[config.mk]
export PLATFORM = sky130hd
export DESIGN_NAME = ccirq_core
export DESIGN_NICKNAME = d
export VERILOG_FILES = /design/src/verilog/ccirq_pkg.sv /design/src/verilog/ccirq_core.sv
export VERILOG_INCLUDE_DIRS = /design/src /design/src/verilog
export SDC_FILE = /design/constraint.sdc
export NUM_CORES = 1
export LEC_CHECK = 0
export CAP_MARGIN = 20
export CORE_UTILIZATION = 35
export DETAILED_ROUTE_END_ITERATION = 6
export DONT_BUFFER_PORTS = 1
export SLEW_MARGIN = 15
export SYNTH_ARGS = -nofsm -noshare
export SYNTH_HDL_FRONTEND = slang
export SYNTH_SLANG_ARGS = --single-unit
[constraint.sdc]
create_clock -name clock -period 1.6 [get_ports clock]
set_input_delay 0 -clock clock [delete_from_list [all_inputs] [get_ports clock]]
set_output_delay 0 -clock clock [all_outputs]
set_load 0.1 [all_outputs]
[src/verilog/ccirq_consts.svh]
// Constants for the comparator control and interrupt block.
`ifndef CCIRQ_CONSTS_SVH
`define CCIRQ_CONSTS_SVH

`define CCIRQ_NUM_CMP 3
`define CCIRQ_ADDR_W 2
`define CCIRQ_DATA_W 8

`define CCIRQ_OFF_CTRL 2'h0
`define CCIRQ_OFF_FLAGS 2'h1
`define CCIRQ_OFF_IRQEN 2'h2
`define CCIRQ_OFF_INTCTL 2'h3

`define CCIRQ_EN_LSB 0
`define CCIRQ_EN_MSB 2
`define CCIRQ_RES_LSB 5
`define CCIRQ_RES_MSB 7
`define CCIRQ_GAP_LSB 3
`define CCIRQ_GAP_MSB 4
`define CCIRQ_FLG_LSB 1
`define CCIRQ_FLG_MSB 3
`define CCIRQ_PERIPH_EN_BIT 6
`define CCIRQ_GLOBAL_EN_BIT 7

`define CCIRQ_CMP_ZERO 3'h0
`define CCIRQ_GAP_ZERO 2'h0
`define CCIRQ_DATA_ZERO 8'h00
`define CCIRQ_BIT0_ZERO 1'h0
`define CCIRQ_HI_ZERO 4'h0
`define CCIRQ_LO_ZERO 6'h00

`endif

[src/verilog/ccirq_pkg.sv]
// Types shared by the comparator control and interrupt block.
`include "ccirq_consts.svh"

package ccirq_pkg;

   typedef logic [`CCIRQ_NUM_CMP-1:0] ccirq_cmp_t;

   typedef struct packed {
      logic [`CCIRQ_ADDR_W-1:0] addr;
      logic [`CCIRQ_DATA_W-1:0] wdata;
      logic wr;
      logic rd;
   } ccirq_bus_t;

   typedef enum logic [1:0] {
      CCIRQ_AWAKE = 2'b01,
      CCIRQ_ASLEEP = 2'b10
   } ccirq_pwr_t;

endpackage : ccirq_pkg
[src/verilog/ccirq_core.sv]
// Comparator control, result snapshot and interrupt flag logic.
//
// Summary of operation
// - Three comparator channels, each with enable, result bit and interrupt flag.
// - Results reach no pin; software reads them only in the control register.
// - Control bits 2..0 enable comparators 2..0; one means enabled.
// - Result bit reads one when positive input is above the reference.
// - Result bits sit at control bits 7..5, read-only; writes ignored.
// - Control bits 4 and 3 always read as zero.
// - A change of a comparator result sets its flag, flag bits 3..1.
// - Software clears a flag by writing zero; writing one sets it.
// - Request reaches core only with channel, peripheral and global enables set.
// - Flags still set on a change while any enable is clear.
// - Any control register read or write refreshes the result snapshot.
// - Mismatch keeps setting the flag; software reads control before clearing.
// - A change coinciding with a control access may leave the flag clear.
// - Comparators keep working in sleep; a set flag with its channel enable set wakes the device, whatever the peripheral and global enables.
// - Waking from sleep leaves the control register unchanged.
// - Reset clears the control register, turning every comparator off.
// - Results may be invalid for a settling delay after configuration change.
//
// Chosen here: the register addresses and strobed register access.
`timescale 1ns/100ps

`include "ccirq_consts.svh"

module ccirq_core
   import ccirq_pkg::*;
(
   input wire logic clock,
   input wire logic srst,
   input wire logic clkEn,
   input wire ccirq_bus_t busReq,
   output logic [`CCIRQ_DATA_W-1:0] rdData,
   input wire ccirq_cmp_t cmpAnalog,
   input wire logic sleepEnter,
   output ccirq_cmp_t cmpEnableOut,
   output logic irqRequest,
   output logic wakeRequest,
   output logic asleep
);

   function automatic logic regHit(
      input logic [`CCIRQ_ADDR_W-1:0] addr,
      input logic [`CCIRQ_ADDR_W-1:0] offset
   );
      regHit = (addr == offset);
   endfunction : regHit

   // Register state.
   ccirq_cmp_t cmpEnableField;
   ccirq_cmp_t cmpIrqEnable;
   ccirq_cmp_t cmpIrqFlag;
   logic peripheralIrqEnable;
   logic globalIrqEnable;

   // Change detection state.
   ccirq_cmp_t syncStage1;
   ccirq_cmp_t syncStage2;
   ccirq_cmp_t snapshot;

   ccirq_pwr_t pwrState;
   ccirq_pwr_t next_pwrState;

   // Bus decode.
   wire logic hitCtrl;
   wire logic hitFlags;
   wire logic hitIrqEn;
   wire logic hitIntCtl;
   wire logic wrCtrl;
   wire logic wrFlags;
   wire logic wrIrqEn;
   wire logic wrIntCtl;
   wire logic accessCtrl;

   assign hitCtrl = regHit(busReq.addr, `CCIRQ_OFF_CTRL);
   assign hitFlags = regHit(busReq.addr, `CCIRQ_OFF_FLAGS);
   assign hitIrqEn = regHit(busReq.addr, `CCIRQ_OFF_IRQEN);
   assign hitIntCtl = regHit(busReq.addr, `CCIRQ_OFF_INTCTL);
   assign wrCtrl = busReq.wr & hitCtrl;
   assign wrFlags = busReq.wr & hitFlags;
   assign wrIrqEn = busReq.wr & hitIrqEn;
   assign wrIntCtl = busReq.wr & hitIntCtl;
   assign accessCtrl = (busReq.wr | busReq.rd) & hitCtrl;

   // Live results; a disabled comparator reports zero.
   wire ccirq_cmp_t cmpResultBits;
   assign cmpResultBits = syncStage2 & cmpEnableField;

   // Per-channel change detection.
   wire ccirq_cmp_t mismatch;
   wire ccirq_cmp_t flagSet;
   wire ccirq_cmp_t writtenFlags;
   wire ccirq_cmp_t next_cmpIrqFlag;
   wire ccirq_cmp_t next_snapshot;

   genvar ch;
   generate
      for (ch = 0; ch < `CCIRQ_NUM_CMP; ch = ch + 1) begin : g_chan
         assign mismatch[ch] = cmpResultBits[ch] ^ snapshot[ch];
         assign flagSet[ch] = mismatch[ch] & ~accessCtrl;
         assign writtenFlags[ch] = wrFlags ? busReq.wdata[`CCIRQ_FLG_LSB + ch] : cmpIrqFlag[ch];
         assign next_cmpIrqFlag[ch] = writtenFlags[ch] | flagSet[ch];
         assign next_snapshot[ch] = accessCtrl ? cmpResultBits[ch] : snapshot[ch];
      end
   endgenerate

   // Register write values.
   wire ccirq_cmp_t next_cmpEnableField;
   wire ccirq_cmp_t next_cmpIrqEnable;
   wire logic next_peripheralIrqEnable;
   wire logic next_globalIrqEnable;

   assign next_cmpEnableField = wrCtrl ? busReq.wdata[`CCIRQ_EN_MSB:`CCIRQ_EN_LSB] : cmpEnableField;
   assign next_cmpIrqEnable = wrIrqEn ? busReq.wdata[`CCIRQ_FLG_MSB:`CCIRQ_FLG_LSB] : cmpIrqEnable;
   assign next_peripheralIrqEnable = wrIntCtl ? busReq.wdata[`CCIRQ_PERIPH_EN_BIT] : peripheralIrqEnable;
   assign next_globalIrqEnable = wrIntCtl ? busReq.wdata[`CCIRQ_GLOBAL_EN_BIT] : globalIrqEnable;

   // Interrupt gating; flags are set regardless of these enables.
   wire ccirq_cmp_t pending;
   wire logic anyPending;
   wire logic next_irqRequest;

   assign pending = cmpIrqFlag & cmpIrqEnable;
   assign anyPending = |pending;
   assign next_irqRequest = anyPending & peripheralIrqEnable & globalIrqEnable;

   // Read data images.
   wire logic [`CCIRQ_DATA_W-1:0] ctrlImage;
   wire logic [`CCIRQ_DATA_W-1:0] flagsImage;
   wire logic [`CCIRQ_DATA_W-1:0] irqEnImage;
   wire logic [`CCIRQ_DATA_W-1:0] intCtlImage;
   wire logic [`CCIRQ_DATA_W-1:0] next_rdData;

   assign ctrlImage = {cmpResultBits, `CCIRQ_GAP_ZERO, cmpEnableField};
   assign flagsImage = {`CCIRQ_HI_ZERO, cmpIrqFlag, `CCIRQ_BIT0_ZERO};
   assign irqEnImage = {`CCIRQ_HI_ZERO, cmpIrqEnable, `CCIRQ_BIT0_ZERO};
   assign intCtlImage = {globalIrqEnable, peripheralIrqEnable, `CCIRQ_LO_ZERO};

   assign next_rdData = !busReq.rd ? `CCIRQ_DATA_ZERO :
                        hitCtrl ? ctrlImage :
                        hitFlags ? flagsImage :
                        hitIrqEn ? irqEnImage :
                        intCtlImage;

   // Sleep tracking; the core clock keeps running so flags stay live in sleep.
   wire logic wakeNow;

   assign wakeNow = (pwrState == CCIRQ_ASLEEP) & anyPending;

   always_comb begin
      next_pwrState = pwrState;
      unique case (pwrState)
         CCIRQ_AWAKE: begin
            if (sleepEnter) begin
               next_pwrState = CCIRQ_ASLEEP;
            end
         end
         CCIRQ_ASLEEP: begin
            if (anyPending) begin
               next_pwrState = CCIRQ_AWAKE;
            end
         end
         default: begin
            next_pwrState = CCIRQ_AWAKE;
         end
      endcase
   end

   always_ff @(posedge clock) begin
      if (srst) begin
         syncStage1 <= `CCIRQ_CMP_ZERO;
         syncStage2 <= `CCIRQ_CMP_ZERO;
      end else if (clkEn) begin
         syncStage1 <= cmpAnalog;
         syncStage2 <= syncStage1;
      end
   end

   always_ff @(posedge clock) begin
      if (srst) begin
         cmpEnableField <= `CCIRQ_CMP_ZERO;
         cmpIrqEnable <= `CCIRQ_CMP_ZERO;
         peripheralIrqEnable <= 1'b0;
         globalIrqEnable <= 1'b0;
      end else if (clkEn) begin
         cmpEnableField <= next_cmpEnableField;
         cmpIrqEnable <= next_cmpIrqEnable;
         peripheralIrqEnable <= next_peripheralIrqEnable;
         globalIrqEnable <= next_globalIrqEnable;
      end
   end

   always_ff @(posedge clock) begin
      if (srst) begin
         cmpIrqFlag <= `CCIRQ_CMP_ZERO;
         snapshot <= `CCIRQ_CMP_ZERO;
      end else if (clkEn) begin
         cmpIrqFlag <= next_cmpIrqFlag;
         snapshot <= next_snapshot;
      end
   end

   always_ff @(posedge clock) begin
      if (srst) begin
         pwrState <= CCIRQ_AWAKE;
         wakeRequest <= 1'b0;
         asleep <= 1'b0;
      end else if (clkEn) begin
         pwrState <= next_pwrState;
         wakeRequest <= wakeNow;
         asleep <= (next_pwrState == CCIRQ_ASLEEP);
      end
   end

   always_ff @(posedge clock) begin
      if (srst) begin
         rdData <= `CCIRQ_DATA_ZERO;
         irqRequest <= 1'b0;
         cmpEnableOut <= `CCIRQ_CMP_ZERO;
      end else if (clkEn) begin
         rdData <= next_rdData;
         irqRequest <= next_irqRequest;
         cmpEnableOut <= next_cmpEnableField;
      end
   end

endmodule : ccirq_core

Word level (Yosys, flattened, before mapping)
Index checks and enable logic that the tools add are counted.
{"block": "totals", "regBits": 33, "in_bits": 19, "output_inout_bits": 14, "elab_cells": 57}
{"block": "op_classes", "eq_ne": 6, "n_mux": 11, "bitwise": 21, "n_reduce_logical": 6}
{"cell": "two-way mux 8 bit", "n": 4}
{"cell": "bitwise AND 1 bit", "n": 11}
{"cell": "== test 2 bit (second input constant)", "n": 4}
{"cell": "AND reduction 2 bit", "n": 4}
{"cell": "bitwise AND 3 bit", "n": 2}
{"cell": "== test 2 x 1 -> 1 bit (second input constant)", "n": 2}
{"cell": "two-way mux 2 bit", "n": 2}
{"cell": "OR 1 bit", "n": 4}
{"cell": "case mux 2 bit (2 select lines)", "n": 1}
{"cell": "two-way mux 1 bit", "n": 3}
{"cell": "two-way mux 3 bit", "n": 1}
{"cell": "OR reduction 3 bit", "n": 1}
{"cell": "XOR 1 bit", "n": 3}
{"cell": "logical NOT 2 bit", "n": 1}
{"cell": "NOT 1 bit", "n": 1}

Logic depth before layout (Yosys ltp)
Gate-level depths: netlist of run 1.
{"block": "logic_depth", "ltp_word": 5, "mapped_depth": 6, "depth_no_buf": 5}

Least setup slack after synthesis of run 1
OpenSTA, ideal clock, no wires.
{"block": "synth_path", "path_type": "register -> register", "from": "register cmpEnableOut[2] (netlist name)", "to": "register rdData[7]", "setup_time_ps": 70, "t_arrival_ps": 1598, "required_time_ps": 1530, "slack_ps": -69, "path_stages_with_launch": 5, "n_path_buf": 0, "synth_period_minus_slack_ps": 1669, "cell_sequence": "dfxtp_1 > nand2_1 > o31ai_1 > nand3_1 > a21oi_1"}
{"item": "to (signal assigned)", "line_no": "ccirq_core.sv:218", "text": "rdData <= `CCIRQ_DATA_ZERO;"}
{"item": "to (signal assigned)", "line_no": "ccirq_core.sv:222", "text": "rdData <= next_rdData;"}
{"item": "to (decl)", "line_no": "ccirq_core.sv:34", "text": "output logic [`CCIRQ_DATA_W-1:0] rdData,"}

==> impl_metrics.env, run 1 <==
export IMPL_chipHeight_um=66.6
export IMPL_critPathArrivalTime_ns=1.76
export IMPL_worst_hold_slack_ns=0.00716
export IMPL_clk_path_buf_depth=2
export IMPL_worstPathMaxFanout=3
export IMPL_seq_area_frac_synth=0.438
export IMPL_cts_root_buf="clkbuf_8"
export IMPL_worstHoldPathType="input pin to register"
export IMPL_drcViolationCount=0
export IMPL_period_share=0.966
export IMPL_initial_core_util=0.366
export IMPL_stdcell_area_um2=1810
export IMPL_antenna_found_initial=0
export IMPL_synth_top_area_cell="dfxtp_1"
export IMPL_critPathSlowestCell="dlygate4sd3_1"
export IMPL_tightestPinTransition_ns=0.847
export IMPL_nFillCells=407
export IMPL_stdcell_count=237
export IMPL_path_cells="nand2_2, o31ai_2, nand3_1, dlygate4sd3_1, a21oi_2"
export IMPL_cellLeakagePower_nw=0.746
export IMPL_final_hold_viol_count=0
export IMPL_skew_ns=0.00396
export IMPL_drv_slew=0
export IMPL_avgViaCountPerCell=5.21
export IMPL_grt_pass1_vias=1217
export IMPL_ir_drop_mv=0.529
export IMPL_grt_util_all_layers=0.170
export IMPL_critPathRequiredTime_ns=1.82
export IMPL_num_rows=23
export IMPL_slew_headroom=0.436
export IMPL_status="complete, no violations"
export IMPL_post_cts_buffers=0
export IMPL_ys_ff_latch=32
export IMPL_yosysTopAreaCellShare=0.438
export IMPL_dpl_cell_area_um2=1560
export IMPL_die_x_um=66.6
export IMPL_drt_wl_total_um=3360
export IMPL_grt_ovfl_total=0
export IMPL_grtUsageMet3=0.0651
export IMPL_grt_busiest_layer="met2"
export IMPL_cts_tree="done"
export IMPL_clk_latency_ns=0.28
export IMPL_port_buffers=0
export IMPL_end_kind="register"
export IMPL_synth_area_top_cells="dfxtp_1, mux2i_1, a21oi_1, nand3_1, nor2_1"
export IMPL_avgSynthCellArea_um2=8.92
export IMPL_h_tree_depth=2
export IMPL_min_path_cells=3
export IMPL_die_area_um2=4440
export IMPL_crit_type="register to register"
export IMPL_clk_pin_slew_ns=0.06
export IMPL_rr_worst_depth=5
export IMPL_place_gp_congestion=0.744
export IMPL_worst_path_largest_cell_delay_ns=0.58
export IMPL_core_um2=4000
export IMPL_ant_nets=0
export IMPL_period_minus_slack_ns=1.55
export IMPL_setup_violations=0
export IMPL_rsz0062_at_grt="yes"
export IMPL_regArea_um2=648
export IMPL_fmax_ghz=0.647
export IMPL_start_kind="register"
export IMPL_netlist_instances=164
export IMPL_cts_buffers=5
export IMPL_grt_max_degree=34
export IMPL_pin_count=33
export IMPL_synth_cell_types=32
export IMPL_grt_pass1_wl_um=5530
export IMPL_synth_nets=185
export IMPL_pwr_density_cell_nw_per_um2=886
export IMPL_drive_above_1_share=0.182
export IMPL_synthesis_area_um2=1460
export IMPL_num_antenna_cells=0
export IMPL_clock_sinks=32
export IMPL_yosysWarnings=0
export IMPL_final_nets=208
export IMPL_dp_hpwl_um=2300
export IMPL_drtPass1Iterations=4
export IMPL_num_vias=1235
export IMPL_use_met1=0.198
export IMPL_syn2layout_area_growth_pct=23.9
export IMPL_dr_first_iter_drc_count=56
export IMPL_place_inst=214
export IMPL_use_met2=0.278
export IMPL_wl_per_cell_um=14.2
export IMPL_multiInputGateArea_um2=749
export IMPL_drv_cap=0
[final cells by class]
type | instances | area share
repair buffers | 29 | 0.141
clock inverters | 1 | 0.00276
inverters | 5 | 0.0104
multi-input cells | 114 | 0.414
flip-flops and latches | 32 | 0.358
clock buffers | 6 | 0.0401
well taps | 50 | 0.0345
[worst paths after layout]
| check | slack [ns] | endpoint | from |
|---|---|---|---|
| worst max-delay path | 0.05 | rdData[7]$_SDFFE_PP0P_ | cmpEnableOut[2]$_SDFFE_PP0P_ |
| worst min-delay path | 0.007 | snapshot[2]$_SDFFE_PP0P_ | busReq[1] |
| worst max register to register | 0.05 | rdData[7]$_SDFFE_PP0P_ | cmpEnableOut[2]$_SDFFE_PP0P_ |
| worst min register to register | 0.46 | rdData[1]$_SDFFE_PP0P_ | rdData[1]$_SDFFE_PP0P_ |
[synth_stat cells]
library cell,instances
and2_1,1
conb_1,1
inv_1,5
a211o_1,2
o31ai_2,1
buf_6,1
nand3b_1,1
nor2b_1,1
a22oi_2,1
buf_4,2
nand3_1,13
a311oi_1,1
nor2_4,1
clkbuf_1,4
dfxtp_1,32
mux2i_1,20
o21ai_0,2
nor2_1,17
and3_1,1
xnor2_1,3
nor2b_2,1
a21oi_1,15
nand4_1,5
o2bb2ai_1,2
or2_1,2
a31oi_1,1
ha_1,2
buf_2,6
nand2_1,16
o31ai_1,2
a22o_2,1
o211ai_2,1
[what timing repair did]
action,in CTS,in global routing
hold buffers,16,0
setup endpoints to repair,0,5
gates resized for setup,0,7
endpoints found under the hold margin,32,0
[logic make-up (layout without fill, tap and decap cells)]
group | after synthesis | after routing | synth area share
simple gates | 59 | 59 | 0.191
flops | 32 | 32 | 0.438
compound gates | 29 | 29 | 0.135
mux | 20 | 20 | 0.137
buf+inv | 18 | 41 | 0.0616
xor+xnor | 3 | 3 | 0.0180
fa+ha+maj | 2 | 2 | 0.0171
other cells | 1 | 1 | 0.00256
[flip-flops by register name, summed over array words and instances, names as in the netlist]
register	count
rdData	7
cmpEnableOut	3
cmpIrqEnable	3
cmpIrqFlag	3
snapshot	3
syncStage1	3
syncStage2	3
pwrState	2
asleep	1
globalIrqEnable	1
irqRequest	1
peripheralIrqEnable	1
wakeRequest	1
[layer usage]
| layer | part of all wire | routed length, um |
|---|---|---|
| met5 | 0 | 0 |
| met4 | 0.016 | 53 |
| met3 | 0.066 | 220 |
| met2 | 0.46 | 1540 |
| met1 | 0.46 | 1540 |
[cells in the final DEF (no fill, tap or decap), drive strengths merged, types with 3 or more instances in the layout]
| cell | count |
|---|---|
| a21oi | 15 |
| clkbuf | 6 |
| nand4 | 5 |
| o31ai | 3 |
| nand2 | 16 |
| nor2 | 18 |
| xnor2 | 3 |
| dlygate4sd3 | 14 |
| inv | 5 |
| nand3 | 13 |
| mux2i | 20 |
| dfxtp | 32 |
| buf | 14 |
[through the flow]
step | TNS, ns | utilization | power, W | setup slack [ns]
3_3_place_gp | 0 | 0.389 | 0.000974 | 0.175
3_5_place_dp | 0 | 0.389 | 0.000986 | 0.0266
4_1_cts | 0 | 0.448 | 0.00162 | 0.00248
2_1_floorplan | 0 | - | 0.000998 | 0.203
6_report | 0 | 0.453 | 0.00161 | 0.0542
5_1_grt | -0.00502 | 0.453 | 0.00168 | -0.00502
[report_power, final]
part	total, W	internal [W]	leakage (nW)	switching [W]
sequential	0.000833	0.000817	0.261	0.0000161
combinational	0.000197	0.0000740	0.444	0.000123
clock	0.000576	0.000295	0.0410	0.000281
[critical path, delay by kind of cell, from the launching register on]
family / cells / cell delay, ns
simple gates: 2 / 0.19
flops: 1 / 0.37
compound gates: 2 / 0.34
buf+inv: 1 / 0.58
Note: power is estimated with default switching activity, not from simulation.
==> inputs of run 2 (changes only) <==
==> constraint.sdc (replaced) <==
create_clock -name clock -period 1.6 [get_ports clock]
set_input_delay 0.16 -clock clock [delete_from_list [all_inputs] [get_ports clock]]
set_output_delay 0.16 -clock clock [all_outputs]
set_load 0.1 [all_outputs]
==> run 2 against run 1 <==
  * Clock-buffer cell count unchanged
  * Combinational power decreased by 22%
  * Clock skew increased by 0.00062 ns
  * Worst hold slack improved by 0.013 ns
  * Setup slack improved by 0.035 ns
  * Non-clock buffer count decreased by 14
  * Maximum frequency increased by 2.3%
  * Sequential power about the same
  * Clock power about the same
  * First-iteration DRC count decreased by 14%
  * Core utilization decreased by 3.9 points
  * Die area unchanged
  * Largest cell class unchanged
==> impl_metrics.env, run 2 (synthesized netlist as in run 1, its figures left out) <==
export IMPL_chipHeight_um=66.6
export IMPL_drt_wl_total_um=3160
export IMPL_core_um2=4000
export IMPL_syn2layout_area_growth_pct=13.2
export IMPL_tightestPinTransition_ns=0.564
export IMPL_nFillCells=404
export IMPL_num_antenna_cells=0
export IMPL_dp_hpwl_um=2270
export IMPL_crit_type="register to register"
export IMPL_worstHoldPathType="input pin to register"
export IMPL_drive_above_1_share=0.179
export IMPL_grt_util_all_layers=0.157
export IMPL_min_path_cells=2
export IMPL_worst_path_stages=5
export IMPL_worstPathMaxFanout=4
export IMPL_antenna_found_initial=0
export IMPL_final_common_cell="dfxtp_1"
export IMPL_cts_tree="done"
export IMPL_num_vias=1161
export IMPL_grt_max_degree=33
export IMPL_period_share=0.944
export IMPL_regMostFlops="rdData"
export IMPL_clk_pin_slew_ns=0.06
export IMPL_rr_worst_depth=5
export IMPL_die_x_um=66.6
export IMPL_setup_violations=0
export IMPL_h_tree_depth=2
export IMPL_avgViaCountPerCell=5.21
export IMPL_stdcell_count=223
export IMPL_worst_path_largest_cell_delay_ns=0.36
export IMPL_cp_top_family="compound AO/OA/AOI/OAI gates"
export IMPL_tns_ns=0
export IMPL_cts_root_buf="clkbuf_8"
export IMPL_drv_slew=0
export IMPL_regArea_um2=646
export IMPL_grt_pass1_wl_um=5070
export IMPL_final_nets=194
export IMPL_period_minus_slack_ns=1.51
export IMPL_stdcell_area_um2=1660
export IMPL_drtPass1Iterations=4
export IMPL_end_kind="register"
export IMPL_path_cells="inv_1, ha_1, a311oi_2, a31oi_1, a211o_1"
export IMPL_crit_buf_inv=1
export IMPL_drcViolationCount=0
export IMPL_ant_nets=0
export IMPL_multiInputGateArea_um2=738
export IMPL_port_buffers=0
export IMPL_skew_ns=0.00458
export IMPL_dr_first_iter_drc_count=48
export IMPL_place_gp_congestion=0.708
export IMPL_final_cell_mix="dfxtp_1, mux2i_1, nor2_1, nand2_1, a21oi_1"
export IMPL_start_kind="register"
export IMPL_post_cts_buffers=0
export IMPL_ir_drop_mv=0.393
export IMPL_clock_sinks=32
export IMPL_slew_headroom=0.624
export IMPL_fmax_ghz=0.662
export IMPL_critPathRequiredTime_ns=1.77
export IMPL_cts_buffers=5
export IMPL_critPathSlowestCell="dfxtp_2"
export IMPL_rsz0062_at_grt="no"
export IMPL_r2r_start="pwrState[0]$_SDFFE_PP1P_"
export IMPL_cellLeakagePower_nw=0.681
export IMPL_status="complete, no violations"
export IMPL_grt_ovfl_total=0
export IMPL_die_area_um2=4440
export IMPL_clk_path_buf_depth=2
export IMPL_critPathArrivalTime_ns=1.68
export IMPL_hp_start="cmpAnalog[2]"
export IMPL_drv_cap=0
export IMPL_cp_startpoint="pwrState[0]$_SDFFE_PP1P_"
export IMPL_largest_reg_flops=7
export IMPL_clk_latency_ns=0.28
export IMPL_pwr_density_cell_nw_per_um2=943
export IMPL_dpl_cell_area_um2=1560
export IMPL_pin_count=33
export IMPL_place_inst=214
export IMPL_grt_pass1_vias=1086
export IMPL_num_rows=23
export IMPL_initial_core_util=0.366
export IMPL_final_hold_viol_count=0
export IMPL_wl_per_cell_um=14.2
run 2: path summary, 6_finish.rpt:
check | endpoint | slack (ns)
max reg2reg | pwrState[0]$_SDFFE_PP1P_ | 0.09
min | syncStage1[2]$_SDFFE_PP0P_ | 0.02
max | pwrState[0]$_SDFFE_PP1P_ | 0.09
min reg2reg | rdData[1]$_SDFFE_PP0P_ | 0.46
run 2: area by class of cell:
class | instances | area share
tap | 50 | 0.0378
inverter | 5 | 0.0113
timing repair buffer | 15 | 0.0680
clock buffer | 6 | 0.0438
clock inverter | 1 | 0.00302
sequential | 32 | 0.390
multi-input combinational | 114 | 0.446
run 2: what timing repair did:
| item | CTS | global route |
|---|---|---|
| gates resized for setup | 0 | 2 |
| endpoints found under the setup margin | 0 | 1 |
| hold endpoints to repair | 32 | 0 |
| hold buffers | 2 | 0 |
run 2: routing by layer:
layer | vias up | global-route usage | part of all wire
met5 | - | 0 | 0
met3 | 7 | 0.0582 | 0.078
met1 | 542 | 0.181 | 0.44
met2 | 32 | 0.251 | 0.47
li1 | 580 | - | -
met4 | 0 | 0.0798 | 0.019
run 2: where the power goes:
part	total, W	leakage, nW	internal, W	switching, W
Sequential	0.000834	0.261	0.000818	0.0000159
Combinational	0.000153	0.380	0.0000535	0.0000998
Clock	0.000574	0.0410	0.000295	0.000279
run 2: per-stage QoR:
stage	util	hold slack [ns]	setup WS (ns)	power, W
final	0.414	0.0205	0.0896	0.00156
after global routing	0.414	0.0177	0.0169	0.00162
after floorplan	-	0.304	0.203	0.000998
after global placement	0.389	0.230	0.173	0.000974
after detailed placement	0.389	0.231	0.0517	0.000984
after CTS	0.413	0.0174	0.0418	0.00157
